File: src/adc_ctl_params.svh
// constants for the converter control block: offsets, fields, resets, timing
// assumes a byte-wide register map behind a 32-bit classic wishbone slave
`ifndef ADC_CTL_PARAMS_SVH
`define ADC_CTL_PARAMS_SVH

// printed offsets are not all multiples of four: index, byte address = 4*index
`define IDX_STATUS_CONTROL_ONE   16'h0000
`define IDX_STATUS_CONTROL_TWO   16'h0001
`define IDX_STATUS_CONTROL_THREE 16'h0002
`define IDX_STATUS_CONTROL_FOUR  16'h0003
`define IDX_RESULT_HIGH          16'h0004
`define IDX_RESULT_LOW           16'h0005
`define IDX_COMPARE_VALUE_HIGH   16'h0006
`define IDX_COMPARE_VALUE_LOW    16'h0007
`define IDX_PIN_CONTROL_LOW      16'h309C

// status_control_one fields
`define SC1_FLAG_BIT   7
`define SC1_IRQEN_BIT  6
`define SC1_CONT_BIT   5
// status_control_two fields
`define SC2_CMPEN_BIT  5
`define SC2_CMPGT_BIT  4
// status_control_three fields
`define SC3_DIV_HI     6
`define SC3_DIV_LO     5
`define SC3_MODE_HI    3
`define SC3_MODE_LO    2
`define SC3_CLK_HI     1
`define SC3_CLK_LO     0

`define RST_CHANNEL    5'h1F
`define RST_BYTE       8'h00
`define CHANNEL_OFF    5'h1F

// converter core latency stand-in, in converter clock ticks
`define CONV_TICKS     8'h17

`endif

File: src/adc_ctl_pkg.sv
// types shared by the converter control block
// assumes adc_ctl_params.svh supplies the numeric constants
package adc_ctl_pkg;
	typedef enum logic [1:0] {
		clk_bus      = 2'h0,
		clk_bus_half = 2'h1,
		clk_alt      = 2'h2,
		clk_async    = 2'h3
	} clk_src_t;

	typedef enum logic [1:0] {
		mode_8bit  = 2'h0,
		mode_10bit = 2'h2
	} res_mode_t;

	typedef enum logic [2:0] {
		st_off  = 3'b001,
		st_idle = 3'b010,
		st_conv = 3'b100
	} conv_state_t;
endpackage

File: src/adc_result_compare_pinctl.sv
// converter control: result pair, compare, fifo, pin control, clocking
// assumes a classic wishbone master and an analog core giving raw 12 bits
`timescale 1ns/1ns
`include "adc_ctl_params.svh"
module adc_result_compare_pinctl
	import adc_ctl_pkg::*;
#(
	parameter int FIFO_MAX = 8,
	parameter int NPINS    = 8
)
(
	// clock and reset
	input  wire logic             clk_i,
	input  wire logic             rst_i,
	// wishbone slave
	input  wire logic             cyc_i,
	input  wire logic             stb_i,
	input  wire logic             we_i,
	input  wire logic [15:0]      adr_i,
	input  wire logic [3:0]       sel_i,
	input  wire logic [31:0]      dat_i,
	output logic      [31:0]      dat_o,
	output logic                  ack_o,
	output logic                  err_o,
	// analog core
	input  wire logic [11:0]      core_raw_i,
	output logic                  core_enable_o,
	output logic [4:0]            core_channel_o,
	output logic                  converter_clock_o,
	output logic                  async_osc_run_o,
	// clock sources (asynchronous)
	input  wire logic             alternate_clock_source_i,
	input  wire logic             internal_async_clock_i,
	input  wire logic             low_power_i,
	// completion
	output logic                  conversion_complete_flag_o,
	output logic                  complete_irq_o,
	// port pins
	input  wire logic [NPINS-1:0] port_pin_i,
	input  wire logic [NPINS-1:0] port_out_i,
	input  wire logic [NPINS-1:0] port_oe_n_i,
	input  wire logic [NPINS-1:0] port_pullup_i,
	output logic [NPINS-1:0]      pin_out_o,
	output logic [NPINS-1:0]      pin_oe_n_o,
	output logic [NPINS-1:0]      pin_pullup_o,
	output logic [NPINS-1:0]      port_read_o
);
	// registers
	logic [4:0] channel_select_field;
	logic       complete_irq_enable;
	logic       continuous;
	logic       conversion_complete_flag;
	logic       compare_function_enable;
	logic       compare_greater;
	logic [1:0] clock_divide_select;
	logic [1:0] mode;
	logic [1:0] clock_source_select;
	logic [2:0] fifo_depth_field;
	logic [1:0] compare_upper_bits;
	logic [7:0] compare_value_low;
	logic [7:0] analog_pin_control_low;
	logic [7:0] result_high;
	logic [7:0] result_low;
	logic       read_lock;

	// fifo storage
	logic [4:0] chan_q [FIFO_MAX];
	logic [9:0] res_q  [FIFO_MAX];
	logic [3:0] chan_cnt;
	logic [3:0] conv_idx;
	logic [3:0] res_cnt;
	logic [3:0] rd_idx;

	// conversion engine
	conv_state_t state;
	logic [7:0]  tick_cnt;
	logic        ck_en;
	logic [9:0]  rounded;
	logic        cmp_ok;
	logic        done;

	// bus
	logic        acc;
	logic        wr;
	logic        rd;
	logic        hit;
	logic [7:0]  rdata;
	logic [15:0] idx;

	// synchronisers
	logic [1:0] alt_s;
	logic [1:0] asy_s;
	logic [1:0] lp_s;
	logic [NPINS-1:0] pin_s1;
	logic [NPINS-1:0] pin_s2;

	logic       fifo_on;
	logic [3:0] depth;

	assign fifo_on = (fifo_depth_field != 3'h0);
	assign depth   = {1'b0, fifo_depth_field} + 4'h1;
	assign idx     = adr_i[15:0] >> 2;
	assign acc     = cyc_i && stb_i && !ack_o && !err_o;
	assign wr      = acc && we_i && sel_i[0] && hit;
	assign rd      = acc && !we_i && hit;

	always_ff @(posedge clk_i)
		if (rst_i)
		begin
			alt_s  <= 2'h0;
			asy_s  <= 2'h0;
			lp_s   <= 2'h0;
			pin_s1 <= '0;
			pin_s2 <= '0;
		end
		else
		begin
			alt_s  <= {alt_s[0], alternate_clock_source_i};
			asy_s  <= {asy_s[0], internal_async_clock_i};
			lp_s   <= {lp_s[0], low_power_i};
			pin_s1 <= port_pin_i;
			pin_s2 <= pin_s1;
		end

	adc_clk_div u_div (
		.clk_i                 (clk_i),
		.rst_i                 (rst_i),
		.clock_source_select_i (clock_source_select),
		.clock_divide_select_i (clock_divide_select),
		.alt_tick_i            (alt_s[1]),
		.async_tick_i          (asy_s[1]),
		.converter_clock_o     (ck_en)
	);
	assign converter_clock_o = ck_en;

	// async oscillator stays on in wait/stop while selected
	assign async_osc_run_o = (clock_source_select == 2'h3) &&
		(state == st_conv || lp_s[1]);

	// address decode and read mux
	always_comb
	begin
		hit   = 1'b1;
		rdata = 8'h00;
		case (idx)
			`IDX_STATUS_CONTROL_ONE:
				rdata = {conversion_complete_flag, complete_irq_enable,
					continuous, channel_select_field};
			`IDX_STATUS_CONTROL_TWO:
				rdata = {2'h0, compare_function_enable, compare_greater,
					4'h0};
			`IDX_STATUS_CONTROL_THREE:
				rdata = {1'b0, clock_divide_select, 1'b0, mode,
					clock_source_select};
			`IDX_STATUS_CONTROL_FOUR:
				rdata = {5'h00, fifo_depth_field};
			`IDX_RESULT_HIGH:
				rdata = result_high;
			`IDX_RESULT_LOW:
				rdata = result_low;
			`IDX_COMPARE_VALUE_HIGH:
				rdata = {6'h00, compare_upper_bits};
			`IDX_COMPARE_VALUE_LOW:
				rdata = compare_value_low;
			`IDX_PIN_CONTROL_LOW:
				rdata = analog_pin_control_low;
			default:
				hit = 1'b0;
		endcase
	end

	// single-wait answer: ack or err one cycle after the strobe
	always_ff @(posedge clk_i)
		if (rst_i)
		begin
			ack_o <= 1'b0;
			err_o <= 1'b0;
			dat_o <= 32'h0000_0000;
		end
		else
		begin
			ack_o <= acc && hit;
			err_o <= acc && !hit;
			dat_o <= (acc && !we_i && hit) ? {24'h000000, rdata}
				: 32'h0000_0000;
		end

	// control registers; a write to sc2..compare aborts the conversion
	always_ff @(posedge clk_i)
		if (rst_i)
		begin
			channel_select_field    <= `RST_CHANNEL;
			complete_irq_enable     <= 1'b0;
			continuous              <= 1'b0;
			compare_function_enable <= 1'b0;
			compare_greater         <= 1'b0;
			clock_divide_select     <= 2'h0;
			mode                    <= 2'h0;
			clock_source_select     <= 2'h0;
			fifo_depth_field        <= 3'h0;
			compare_upper_bits      <= 2'h0;
			compare_value_low       <= `RST_BYTE;
			analog_pin_control_low  <= `RST_BYTE;
		end
		else if (wr)
		begin
			case (idx)
				`IDX_STATUS_CONTROL_ONE:
				begin
					complete_irq_enable  <= dat_i[`SC1_IRQEN_BIT];
					continuous           <= dat_i[`SC1_CONT_BIT];
					channel_select_field <= dat_i[4:0];
				end
				`IDX_STATUS_CONTROL_TWO:
				begin
					compare_function_enable <= dat_i[`SC2_CMPEN_BIT];
					compare_greater         <= dat_i[`SC2_CMPGT_BIT];
				end
				`IDX_STATUS_CONTROL_THREE:
				begin
					clock_divide_select <= dat_i[`SC3_DIV_HI:`SC3_DIV_LO];
					mode                <= dat_i[`SC3_MODE_HI:`SC3_MODE_LO];
					clock_source_select <= dat_i[`SC3_CLK_HI:`SC3_CLK_LO];
				end
				`IDX_STATUS_CONTROL_FOUR:
					fifo_depth_field <= dat_i[2:0];
				`IDX_COMPARE_VALUE_HIGH:
					compare_upper_bits <= dat_i[1:0];
				`IDX_COMPARE_VALUE_LOW:
					compare_value_low <= dat_i[7:0];
				`IDX_PIN_CONTROL_LOW:
					analog_pin_control_low <= dat_i[7:0];
				default:
					compare_value_low <= compare_value_low;
			endcase
		end

	// rounding from the 12-bit core sample, saturating at full scale
	always_comb
	begin
		rounded = 10'h000;
		if (mode == 2'(mode_10bit))
			rounded = (core_raw_i[11:2] == 10'h3FF) ? 10'h3FF
				: core_raw_i[11:2] + {9'h000, core_raw_i[1]};
		else
			rounded = {2'h0, (core_raw_i[11:4] == 8'hFF) ? 8'hFF
				: core_raw_i[11:4] + {7'h00, core_raw_i[3]}};
	end

	// compare against the full compare value; 8-bit uses the low byte
	always_comb
	begin
		logic [9:0] cmp_val;
		cmp_val = (mode == 2'(mode_10bit)) ? {compare_upper_bits,
			compare_value_low} : {2'h0, compare_value_low};
		cmp_ok = !compare_function_enable ||
			(compare_greater ? (rounded >= cmp_val) : (rounded < cmp_val));
	end

	assign done = (state == st_conv) && ck_en && (tick_cnt == 8'h00);

	// conversion sequencer; the core stays off while channel is all ones
	always_ff @(posedge clk_i)
		if (rst_i)
		begin
			state    <= st_off;
			tick_cnt <= 8'h00;
			chan_cnt <= 4'h0;
			conv_idx <= 4'h0;
		end
		else if (wr && idx == `IDX_STATUS_CONTROL_ONE)
		begin
			// a channel write aborts and, unless off, starts anew; with the fifo on, only once depth channels are queued
			tick_cnt <= `CONV_TICKS;
			if (dat_i[4:0] == `CHANNEL_OFF)
			begin
				state    <= st_off;
				chan_cnt <= 4'h0;
			end
			else if (fifo_on)
			begin
				chan_q[chan_cnt[2:0]] <= dat_i[4:0];
				chan_cnt <= chan_cnt + 4'h1;
				conv_idx <= 4'h0;
				state    <= (chan_cnt + 4'h1 >= depth) ? st_conv : st_idle;
			end
			else
				state <= st_conv;
		end
		else if (wr && idx != `IDX_PIN_CONTROL_LOW)
		begin
			state    <= (channel_select_field == `CHANNEL_OFF) ? st_off
				: st_idle;
			chan_cnt <= 4'h0;
		end
		else
		begin
			case (state)
				st_off:
					state <= st_off;
				st_idle:
					state <= st_idle;
				st_conv:
					if (ck_en)
					begin
						if (tick_cnt != 8'h00)
							tick_cnt <= tick_cnt - 8'h01;
						else if (fifo_on && conv_idx + 4'h1 < depth)
						begin
							conv_idx <= conv_idx + 4'h1;
							tick_cnt <= `CONV_TICKS;
						end
						else if (continuous || read_lock)
						begin
							// continuous mode or a blocked result retriggers conversion
							conv_idx <= 4'h0;
							tick_cnt <= `CONV_TICKS;
						end
						else
						begin
							state    <= st_idle;
							chan_cnt <= 4'h0;
						end
					end
				default:
					state <= st_off;
			endcase
		end

	assign core_enable_o  = (state == st_conv);
	assign core_channel_o = fifo_on ? chan_q[conv_idx[2:0]]
		: channel_select_field;

	logic high_rd;
	logic low_rd;
	logic mode_wr;
	logic fifo_pop;
	assign high_rd  = rd && idx == `IDX_RESULT_HIGH;
	assign low_rd   = rd && idx == `IDX_RESULT_LOW;
	assign mode_wr  = wr && idx == `IDX_STATUS_CONTROL_THREE &&
		dat_i[`SC3_MODE_HI:`SC3_MODE_LO] != mode;
	assign fifo_pop = fifo_on && low_rd && rd_idx < res_cnt;

	// result store, read lock and completion flag
	always_ff @(posedge clk_i)
		if (rst_i)
		begin
			result_high              <= 8'h00;
			result_low               <= 8'h00;
			read_lock                <= 1'b0;
			conversion_complete_flag <= 1'b0;
			res_cnt                  <= 4'h0;
			rd_idx                   <= 4'h0;
		end
		else
		begin
			if (high_rd && mode == 2'(mode_10bit))
				read_lock <= 1'b1;
			else if (low_rd || mode != 2'(mode_10bit))
				read_lock <= 1'b0;
			if (wr && idx == `IDX_STATUS_CONTROL_ONE)
				conversion_complete_flag <= 1'b0;
			if (low_rd && !fifo_on)
				conversion_complete_flag <= 1'b0;
			if (fifo_pop)
				rd_idx <= rd_idx + 4'h1;
			// the last pop keeps the pair rather than load an empty entry
			if (fifo_pop && rd_idx + 4'h1 < res_cnt)
			begin
				result_high <= {6'h00, res_q[rd_idx[2:0] + 3'h1][9:8]};
				result_low  <= res_q[rd_idx[2:0] + 3'h1][7:0];
			end
			if (done && cmp_ok && !read_lock)
			begin
				if (fifo_on)
				begin
					res_q[conv_idx[2:0]] <= rounded;
					if (conv_idx == 4'h0)
					begin
						result_high <= {6'h00, rounded[9:8]};
						result_low  <= rounded[7:0];
						rd_idx      <= 4'h0;
					end
					res_cnt <= conv_idx + 4'h1;
					if (conv_idx + 4'h1 >= depth)
						conversion_complete_flag <= 1'b1;
				end
				else
				begin
					result_high <= {6'h00, rounded[9:8]};
					result_low  <= rounded[7:0];
					conversion_complete_flag <= 1'b1;
				end
			end
			// mode change wins over a result landing in the same cycle
			if (mode_wr)
			begin
				result_high <= 8'h00;
				result_low  <= 8'h00;
			end
		end

	assign conversion_complete_flag_o = conversion_complete_flag;
	assign complete_irq_o = conversion_complete_flag && complete_irq_enable;

	// per-pin analog takeover
	genvar g;
	generate
		for (g = 0; g < NPINS; g++)
		begin : g_pin
			assign pin_oe_n_o[g]   = analog_pin_control_low[g] ? 1'b1
				: port_oe_n_i[g];
			assign pin_out_o[g]    = analog_pin_control_low[g] ? 1'b0
				: port_out_i[g];
			assign pin_pullup_o[g] = !analog_pin_control_low[g] &&
				port_pullup_i[g];
			assign port_read_o[g]  = !analog_pin_control_low[g] &&
				pin_s2[g];
		end
	endgenerate
endmodule // adc_result_compare_pinctl

File: src/adc_clk_div.sv
// converter clock enable generator: source select then divide by 1..8
// assumes alternate and async sources arrive already synchronised
`timescale 1ns/1ns
module adc_clk_div
	import adc_ctl_pkg::*;
(
	// clock and reset
	input  wire logic       clk_i,
	input  wire logic       rst_i,
	// control
	input  wire logic [1:0] clock_source_select_i,
	input  wire logic [1:0] clock_divide_select_i,
	input  wire logic       alt_tick_i,
	input  wire logic       async_tick_i,
	// output
	output logic            converter_clock_o
);
	logic       half;
	logic       alt_d;
	logic       asy_d;
	logic       src_tick;
	logic [2:0] cnt;
	logic [2:0] lim;

	always_ff @(posedge clk_i)
		if (rst_i)
			half <= 1'b0;
		else
			half <= ~half;

	// slow sources tick once per rising edge, not once per high cycle
	always_ff @(posedge clk_i)
		if (rst_i)
		begin
			alt_d <= 1'b0;
			asy_d <= 1'b0;
		end
		else
		begin
			alt_d <= alt_tick_i;
			asy_d <= async_tick_i;
		end

	always_comb
	begin
		case (clk_src_t'(clock_source_select_i))
			clk_bus:      src_tick = 1'b1;
			clk_bus_half: src_tick = half;
			clk_alt:      src_tick = alt_tick_i && !alt_d;
			clk_async:    src_tick = async_tick_i && !asy_d;
			default:      src_tick = 1'b1;
		endcase
	end

	always_comb
	begin
		case (clock_divide_select_i)
			2'h0:    lim = 3'h0;
			2'h1:    lim = 3'h1;
			2'h2:    lim = 3'h3;
			default: lim = 3'h7;
		endcase
	end

	always_ff @(posedge clk_i)
		if (rst_i)
		begin
			cnt <= 3'h0;
			converter_clock_o <= 1'b0;
		end
		else
		begin
			converter_clock_o <= src_tick && (cnt >= lim);
			if (src_tick)
				cnt <= (cnt >= lim) ? 3'h0 : cnt + 3'h1;
		end
endmodule // adc_clk_div

File: config.mk
export PLATFORM = sky130hd
export DESIGN_NAME = adc_result_compare_pinctl
export DESIGN_NICKNAME = d
export VERILOG_FILES = /design/src/adc_ctl_pkg.sv /design/src/adc_result_compare_pinctl.sv /design/src/adc_clk_div.sv
export VERILOG_INCLUDE_DIRS = /design/src
export SDC_FILE = /design/constraint.sdc
export NUM_CORES = 1
export LEC_CHECK = 0
export ABC_AREA = 1
export ABC_CLOCK_PERIOD_IN_PS = 5500
export BUFFER_PORTS_ARGS = -buffer_cell sky130_fd_sc_hd__buf_4
export CAP_MARGIN = 0
export CORE_ASPECT_RATIO = 2
export CORE_MARGIN = 2
export CORE_UTILIZATION = 25
export CTS_CLUSTER_DIAMETER = 100
export DETAILED_ROUTE_END_ITERATION = 10
export SYNTH_ARGS = -nofsm -noshare
export SYNTH_HDL_FRONTEND = slang
export SYNTH_SLANG_ARGS = --single-unit
File: constraint.sdc
create_clock -name clk_i -period 5.5 [get_ports clk_i]
set_input_delay 0.825 -clock clk_i [delete_from_list [all_inputs] [get_ports clk_i]]
set_output_delay 0.825 -clock clk_i [all_outputs]
set_load 0.005 [all_outputs]
==> results of run 1 <==
==> cells in the mapped netlist, types with 3 or more instances <==
cell / number
a21oi_1: 94
a31oi_1: 6
a32o_1: 10
a41oi_1: 4
buf_2: 5
buf_4: 25
buf_6: 5
clkbuf_1: 30
dfxtp_1: 123
edfxtp_1: 120
ha_1: 39
inv_1: 182
inv_2: 8
mux2i_1: 10
nand2_1: 218
nand2_2: 11
nand3_1: 59
nand3_2: 3
nand4_1: 14
nor2_1: 162
nor2_2: 11
nor2_4: 3
nor3_1: 23
nor4_1: 3
o211ai_1: 13
o21a_1: 5
o21ai_0: 87
o21ai_1: 14
o22ai_1: 23
or2_2: 9
xnor2_1: 7
xor2_1: 19
==> power by group through the flow <==
stage	registers, mW	clock network, mW	logic (mW)
after floorplan	1.95	0	0.0951
after global placement	1.95	0	0.187
after detailed placement	1.95	0	0.190
after CTS	1.91	1.61	0.190
after global routing	1.91	1.67	0.211
final	1.91	1.58	0.190
==> metal layers <==
layer | wire length (um) | up-vias | part of all wire | track usage
met5 | 0 | - | 0 | 0
met4 | 2350 | 0 | 0.071 | 0.0887
met3 | 1050 | 101 | 0.032 | 0.0114
met2 | 18200 | 281 | 0.55 | 0.261
met1 | 11400 | 4453 | 0.34 | 0.127
li1 | - | 4762 | - | -
==> flip-flops by register name, summed over array words and instances, names as in the netlist, 3 cells and up, named ones only <==
name and cells:
rd_idx 4, dat_o 8, pin_s1 8, res_q 80, conv_idx 4, result_high 8, channel_select_field 5, result_low 8
compare_value_low 8, tick_cnt 8, chan_q 40, pin_s2 8, res_cnt 4, fifo_depth_field 3, state 3, chan_cnt 4
u_div.cnt 3, analog_pin_control_low 8
==> final cells by class <==
type                       instances  area share
multi-input combinational        891       0.337
inverter                         193      0.0515
timing repair buffer             142      0.0755
sequential                       243       0.429
tap                              627      0.0555
clock inverter                    13      0.0121
clock buffer                      25      0.0390
==> kinds of logic after synthesis <==
family | Yosys count
AND/OR/NAND/NOR | 527
AO/OA/AOI/OAI | 265
buffers and inverters | 260
flip-flops | 243
adder cells (fa/ha/maj) | 39
XOR/XNOR | 26
multiplexers | 10
other | 1
==> worst min path at each step <==
stage,endpoint,from,slack [ps],depth (start not counted)
floorplan,u_div.half,u_div.half,390,1
global placement,lp_s[1],lp_s[0],390,2
detailed placement,pin_s2[1],pin_s1[1],390,2
CTS,pin_s2[4],pin_s1[4],400,2
global route,pin_s2[1],pin_s1[1],420,2
finish,pin_s2[4],pin_s1[4],390,2
==> stage by stage <==
stage / std cells / hold slack (ps) / worst slack [ps] / util
finish: 2134 / 395 / 1200 / 0.302
global route: 2134 / 420 / 852 / 0.302
CTS: 2134 / 402 / 1270 / 0.302
detailed placement: 2096 / 393 / 727 / 0.286
global placement: 2096 / 391 / 796 / 0.286
floorplan: 1394 / 386 / 1160 / -
==> worst max-delay path, stage by stage <==
cell	delay, ps
buf_4	110
nand2_1	80
inv_1	100
nand3_1	90
inv_1	100
nand4_1	100
nand3b_1	320
nand2_1	290
o22ai_1	110
inv_1	350
ha_1	330
nand2_1	70
inv_1	40
o21ai_0	130
nand2_1	70
a21oi_1	180
nand3_1	100
nand3_1	190
nand2_1	130
inv_1	160
nand3_1	180
nor3_1	200
buf_4	240
==> results.cfg, run 1 <==
[placement]
post-dp-hpwl_mm = 25.4
portBuffers = 125
gp_congestion = 0.848
place_area_mm2 = 0.0134

[cells_and_area]
register_area_mm2 = 0.00607
antenna_cells = 0
nFillCells = 5020
post-route-cell-area_mm2 = 0.0141
drive_gt1_frac = 0.155
nNetsFinal = 1635
multi_input_area_mm2 = 0.00476
final_common_cell = nand2_1
mostFrequentLayoutCells = nand2_1 (218), inv_1 (182), nor2_1 (162)
area_delta_synth_final_pct = 19.1

[clock_tree]
cts_buffer_depth = 3
ctsRootBufferMaster = clkbuf_16
numCtsBuffers = 21
h-tree-depth = 1
cts_tree = done
cts_resized = 0
cts.reportedPaths.clkPinSlew_ps = 80
postCtsSetupBuffers = 0
insertion_delay_ps = 530
cts_sinks = 243
cts_hold_buf = 0

[detailed_routing]
wirelength_mm = 33.0
vias = 9597
routed_via_density = 4.50
drt-initial-drc-count = 588
wl_per_cell_um = 15.5
remaining_drc_errors = 0
dr.pass1.iters = 6
antenna_left = 0

[logic_synthesis]
synth_top_family_by_area = simple AND/OR/NAND/NOR gates
ys_ff_latch = 243
syn_area_mm2 = 0.0119
syn_inst = 1371
synth_xor_area_frac = 0.0192
synth.area.top_cells = edfxtp_1 (30%), dfxtp_1 (21%), nand2_1 (6.9%), inv_1 (5.8%), nor2_1 (5.1%)
synthMuxAreaShare = 0.00844
seq_area_frac_synth = 0.512
synth_compound_area_frac = 0.127
synth_top_area_frac = 0.304
synth-simple-area-share = 0.198
synth.distinct_cells = 50
synth_edf_count = 120
synthAdderAreaFrac = 0.0412
syn_area_per_cell_um2 = 8.65
synth_ff_type = dfxtp_1
yosys.area.top_type = edfxtp_1
async_reset_ff_frac = 0
synth-warning-count = 0

[global_routing]
grt_pass1_wl_mm = 51.4
grt_pass1_vias = 9527
overflow = 0
track_usage = 0.133
grt_max_degree = 50
antenna_found_initial = 0

[sta]
skew_ps = 20.2
tns_ps = 0
rsz0062_at_grt = false
finalHoldViolCount = 0
fmax_mhz = 233
relSlewSlack = 0.278
finalSetupViolations = 0
period_needed_ps = 4300
period_share = 0.781
max_slew.worst_pin.slew_ps = 1080
drv_slew = 0

[power]
ir_drop_v = 0.000172
pwr_density_cell_mw_per_mm2 = 261
p_comb_frac = 0.052
power.share.switching = 0.219
pwr-share-clk = 0.430
sequentialPowerShare = 0.518
p_int_mw = 2.88
p_sw_mw = 0.806
power.total_mw = 3.68
power_leakage_nw = 5.90

[run_status]
status = completed

[floorplanning]
floorplan.initialDensity = 0.253
io_pins = 180
die_w_um = 158
die-area_mm2 = 0.0493
row_count = 112
die_h_um = 312
coreArea_mm2 = 0.0468

[worst_setup_path]
start_kind = primary input
crit_end = res_q[0][1]
reg2reg_from = mode[0]
worstSetupPathType = primary input to flip-flop
critPathArrivalTime_ps = 4520
critPathRequiredTime_ps = 5720
r2r-end = res_q[0][1]
cp-end-kind = flip-flop
startpoint = core_raw_i[7]
reg2reg_depth = 18
reg2reg_slack_ps = 1320
cp_max_fo = 10

[job]
cap_viol_max_count = 0

[worst_hold_path]
hold_class = flip-flop to flip-flop
Note: power is estimated with default switching activity, not from simulation.
==> inputs of run 2 (changes only) <==
ABC_CLOCK_PERIOD_IN_PS = 4200   (was 5500)
clock period = 4.2 ns   (was 5.5 ns; I/O delays follow)
==> run 2 against run 1 <==
  * Clock-buffer cell count is 1 higher
  * Flip-flop and latch count did not move
  * Utilization grew 0.43 points
  * Register-to-register slack got worse by 830 ps
  * Wire length up 1.1%
==> results.cfg, run 2 (synthesized netlist as in run 1, its figures left out) <==
[worst_setup_path]
cp-end-kind = flip-flop
cp_max_fo = 10
start_kind = flip-flop
critPathArrivalTime_ps = 3930
worstSetupPathType = flip-flop to flip-flop
critPathRequiredTime_ps = 4420

[clock_tree]
cts.reportedPaths.clkPinSlew_ps = 60
h-tree-depth = 1
cts_buffer_depth = 3
cts_resized = 0
cts_tree = done
ctsRootBufferMaster = clkbuf_16
insertion_delay_ps = 540
cts_hold_buf = 0
numCtsBuffers = 23
postCtsSetupBuffers = 0
cts_sinks = 243

[cells_and_area]
post-route-cell-area_mm2 = 0.0143
area_delta_synth_final_pct = 20.8
finalNonFillerCells = 2158
drive_gt1_frac = 0.166
largest_reg_flops = 80
final_util = 0.306
antenna_cells = 0
nNetsFinal = 1660
mostFrequentLayoutCells = nand2_1 (218), inv_1 (182), buf_4 (164)
final_common_cell = nand2_1

[sta]
finalHoldViolCount = 0
max_slew.worst_pin.slew_ps = 1010
finalSetupViolations = 0
skew_ps = 16.4
rsz0062_at_grt = false
period_needed_ps = 3710
drv_slew = 0
period_share = 0.883
tns_ps = 0
fmax_mhz = 270
relSlewSlack = 0.328

[floorplanning]
die_h_um = 312
die-area_mm2 = 0.0493
coreArea_mm2 = 0.0468
die_w_um = 158
row_count = 112
floorplan.initialDensity = 0.253
io_pins = 180

[global_routing]
grt_pass1_wl_mm = 52.3
antenna_found_initial = 0
track_usage = 0.135
grt_max_degree = 43
overflow = 0
grt_pass1_vias = 9659

[placement]
place_area_mm2 = 0.0136
post-dp-hpwl_mm = 25.8
gp_congestion = 0.889
portBuffers = 125
placed_cells = 2119

[detailed_routing]
drt-initial-drc-count = 610
dr.pass1.iters = 5
vias = 9693
remaining_drc_errors = 0
wirelength_mm = 33.4
antenna_left = 0
routed_via_density = 4.49
wl_per_cell_um = 15.5

[power]
p_comb_frac = 0.053
power.share.switching = 0.220
p_int_mw = 3.80
power_leakage_nw = 6.01
sequentialPowerShare = 0.513
p_sw_mw = 1.07
ir_drop_v = 0.000232
pwr_density_cell_mw_per_mm2 = 340
power.total_mw = 4.87
pwr-share-clk = 0.434

[run_status]
status = completed

[job]
cap_viol_max_count = 0

[worst_hold_path]
hold_class = primary input to flip-flop
-- run 2: per-stage QoR --
stage,worst slack [ps],hold WS (ps)
floorplan,57.7,386
global placement,99.4,391
detailed placement,47.3,394
CTS,456,279
global route,145,296
finish,493,294
-- run 2: path summary, 6_finish.rpt --
path                       to  slack [ps]         from  depth (start not counted)
setup / recovery  res_q[1][1]         490      mode[1]                         19
hold / removal        lp_s[0]         290  low_power_i                          3
setup reg to reg  res_q[1][1]         490      mode[1]                         19
hold reg to reg     pin_s2[3]         400    pin_s1[3]                          2
-- run 2: metal layers --
layer	global-route usage	routed length, um
met4	0.0713	1600
met3	0.0115	914
met1	0.132	11800
met5	0	0
met2	0.271	19100
-- run 2: area by class of cell --
type                    count  area, um^2
clock buffers              26         587
well taps                 627         785
inverters                 193         727
flip-flops and latches    243        6070
fillers                  4955       32500
repair buffers            165        1250
multi-input cells         891        4760
clock inverters            13         149
-- run 2: power groups by stage --
stage	Sequential, mW	Clock (mW)	Combinational (mW)
3_3_place_gp	2.55	0	0.255
2_1_floorplan	2.55	0	0.125
4_1_cts	2.50	2.15	0.260
5_1_grt	2.50	2.23	0.288
6_report	2.50	2.11	0.258
3_5_place_dp	2.55	0	0.259
-- run 2: critical path, stage by stage (launching register included) --
cell	delay, ps
dfxtp_1	360
inv_1	60
nor2_1	310
buf_4	220
nand2_1	80
buf_4	150
o22a_1	180
ha_1	310
nand2_1	50
nor2_1	130
nand4_1	120
or2_2	310
nand2_1	70
nand2_1	40
nand3_1	140
nand2_1	120
inv_1	120
nand3_1	140
nor3_1	200
buf_4	270
==> inputs of run 3 (changes only) <==
CORE_UTILIZATION = 57   (was 25)
PLACE_DENSITY = 0.8   (was unset)
RECOVER_POWER = 100   (was unset)
==> run 3 against run 2 <==
  * The run now ends with capacitance limit, slew limit left
  * Wire length down 12%
  * Combinational power down 7%
  * Final area fell by 5.4%
  * Via count up 1.4%
  * Clock-buffer cell count is the same
  * Global-route usage up 13 points
  * Clock skew decreased by 2.5 ps
==> results.cfg, run 3 (synthesized netlist as in run 1, its figures left out) <==
[clock_tree]
cts.reportedPaths.clkPinSlew_ps = 70
cts_tree = done
h-tree-depth = 1
cts_hold_buf = 0
ctsRootBufferMaster = clkbuf_16
cts_sinks = 243
insertion_delay_ps = 510
cts_resized = 0
cts_buffer_depth = 3
postCtsSetupBuffers = 0
numCtsBuffers = 22

[run_status]
status = finished with violations
violations = capacitance limit, slew limit

[detailed_routing]
remaining_drc_errors = 0
routed_via_density = 5.50
wl_per_cell_um = 16.5
antenna_left = 0
drt-initial-drc-count = 736
vias = 9826
wirelength_mm = 29.5
dr.pass1.iters = 5

[cells_and_area]
nNetsFinal = 1647
antenna_cells = 0
mostFrequentLayoutCells = nand2_1 (220), inv_1 (183), nor2_1 (166)
largest_reg_flops = 80
drive_gt1_frac = 0.133
final_common_cell = nand2_1
area_delta_synth_final_pct = 14.3

[global_routing]
antenna_found_initial = 0
overflow = 0
grt_max_degree = 44
grt_pass1_wl_mm = 46.7
track_usage = 0.267
grt_pass1_vias = 9405

[floorplanning]
row_count = 74
die_w_um = 106
die_h_um = 208
io_pins = 180
floorplan.initialDensity = 0.579
die-area_mm2 = 0.0220
coreArea_mm2 = 0.0205

[power]
pwr_density_cell_mw_per_mm2 = 346
ir_drop_v = 0.000337
power.total_mw = 4.68
power_leakage_nw = 5.77

[worst_hold_path]
hold_class = primary input to flip-flop
hold_end = pin_s1[6]
holdPathStages = 3
min_from = port_pin_i[6]

[worst_setup_path]
cp-end-kind = flip-flop
reg2reg_from = mode[0]
reg2reg_depth = 19
critPathRequiredTime_ps = 4380
critPathArrivalTime_ps = 3860
cp_max_fo = 10
start_kind = primary input
worstSetupPathType = primary input to flip-flop
r2r-end = res_q[5][9]
reg2reg_slack_ps = 530

[sta]
tns_ps = 0
relSlewSlack = -0.259
skew_ps = 13.9
period_needed_ps = 3680
max_slew.worst_pin.slew_ps = 1890
rsz0062_at_grt = false
drv_slew = 43
period_share = 0.877
finalSetupViolations = 0
fmax_mhz = 272
finalHoldViolCount = 0

[placement]
portBuffers = 125
gp_congestion = 0.930
post-dp-hpwl_mm = 21.7

[job]
cap_viol_max_count = 1
[run 3: changes by cell type in the layout (fill, tap and decap cells not counted), sizes merged]
cell      delta
buf         -88
clkinvlp     +1
bufinv       -2
clkbuf      +76
inv          +2
[run 3: final cells by class]
| class | count | area [um^2] |
|---|---|---|
| clock inverter | 14 | 110 |
| multi-input combinational | 891 | 4690 |
| fill | 1688 | 6910 |
| timing repair buffer | 153 | 1030 |
| tap | 266 | 333 |
| sequential | 243 | 6070 |
| inverter | 193 | 727 |
| clock buffer | 26 | 587 |
[run 3: power breakdown]
group          switching [mW]  total (mW)  internal [mW]
clock network           0.871        1.94           1.07
registers             0.00351        2.50           2.50
logic                   0.143       0.239         0.0963
total                    1.02        4.68           3.67
[run 3: worst max path at each step]
| stage | from | slack, ps | to |
|---|---|---|---|
| after floorplan | core_raw_i[3] | 60 | res_q[0][0] |
| after global placement | core_raw_i[6] | 130 | res_q[4][7] |
| after detailed placement | core_raw_i[2] | 160 | res_q[4][5] |
| after CTS | mode[0] | 580 | res_q[4][5] |
| after global routing | core_raw_i[5] | 150 | res_q[5][9] |
| final | core_raw_i[6] | 520 | res_q[5][9] |
[run 3: critical path, cell delays in order]
cell	delay [ps]
clkbuf_1	180
nand2_1	120
inv_1	110
nand3_1	90
inv_1	100
nand4_1	100
nand3b_1	310
nand2_1	250
o22ai_1	100
inv_1	90
ha_1	240
nand2_1	60
inv_1	30
o21ai_0	130
nand2_1	70
a21oi_1	190
nand3_1	100
nand3_1	150
nand2_1	90
inv_1	100
nand3_1	130
nor3_1	170
clkbuf_2	320
[run 3: per-stage QoR]
step / setup WS, ps / util / cells / cell area (um^2) / hold WS (ps)
floorplan: 57.7 / - / 1394 / 11900 / 386
CTS: 584 / 0.671 / 1786 / 13700 / 310
global placement: 130 / 0.637 / 1746 / 13000 / 389
global route: 148 / 0.662 / 1786 / 13500 / 316
finish: 517 / 0.662 / 1786 / 13500 / 312
detailed placement: 165 / 0.637 / 1746 / 13000 / 393
[run 3: metal layers]
layer  GRT usage  share of wire  vias to the layer above  routed length (um)
met5           0              0                        -                   0
met4       0.151          0.066                        0                1950
met3      0.0351          0.056                      115                1660
met2       0.498           0.52                      369               15400
met1       0.281           0.36                     4552               10500
li1            -              -                     4790                   -
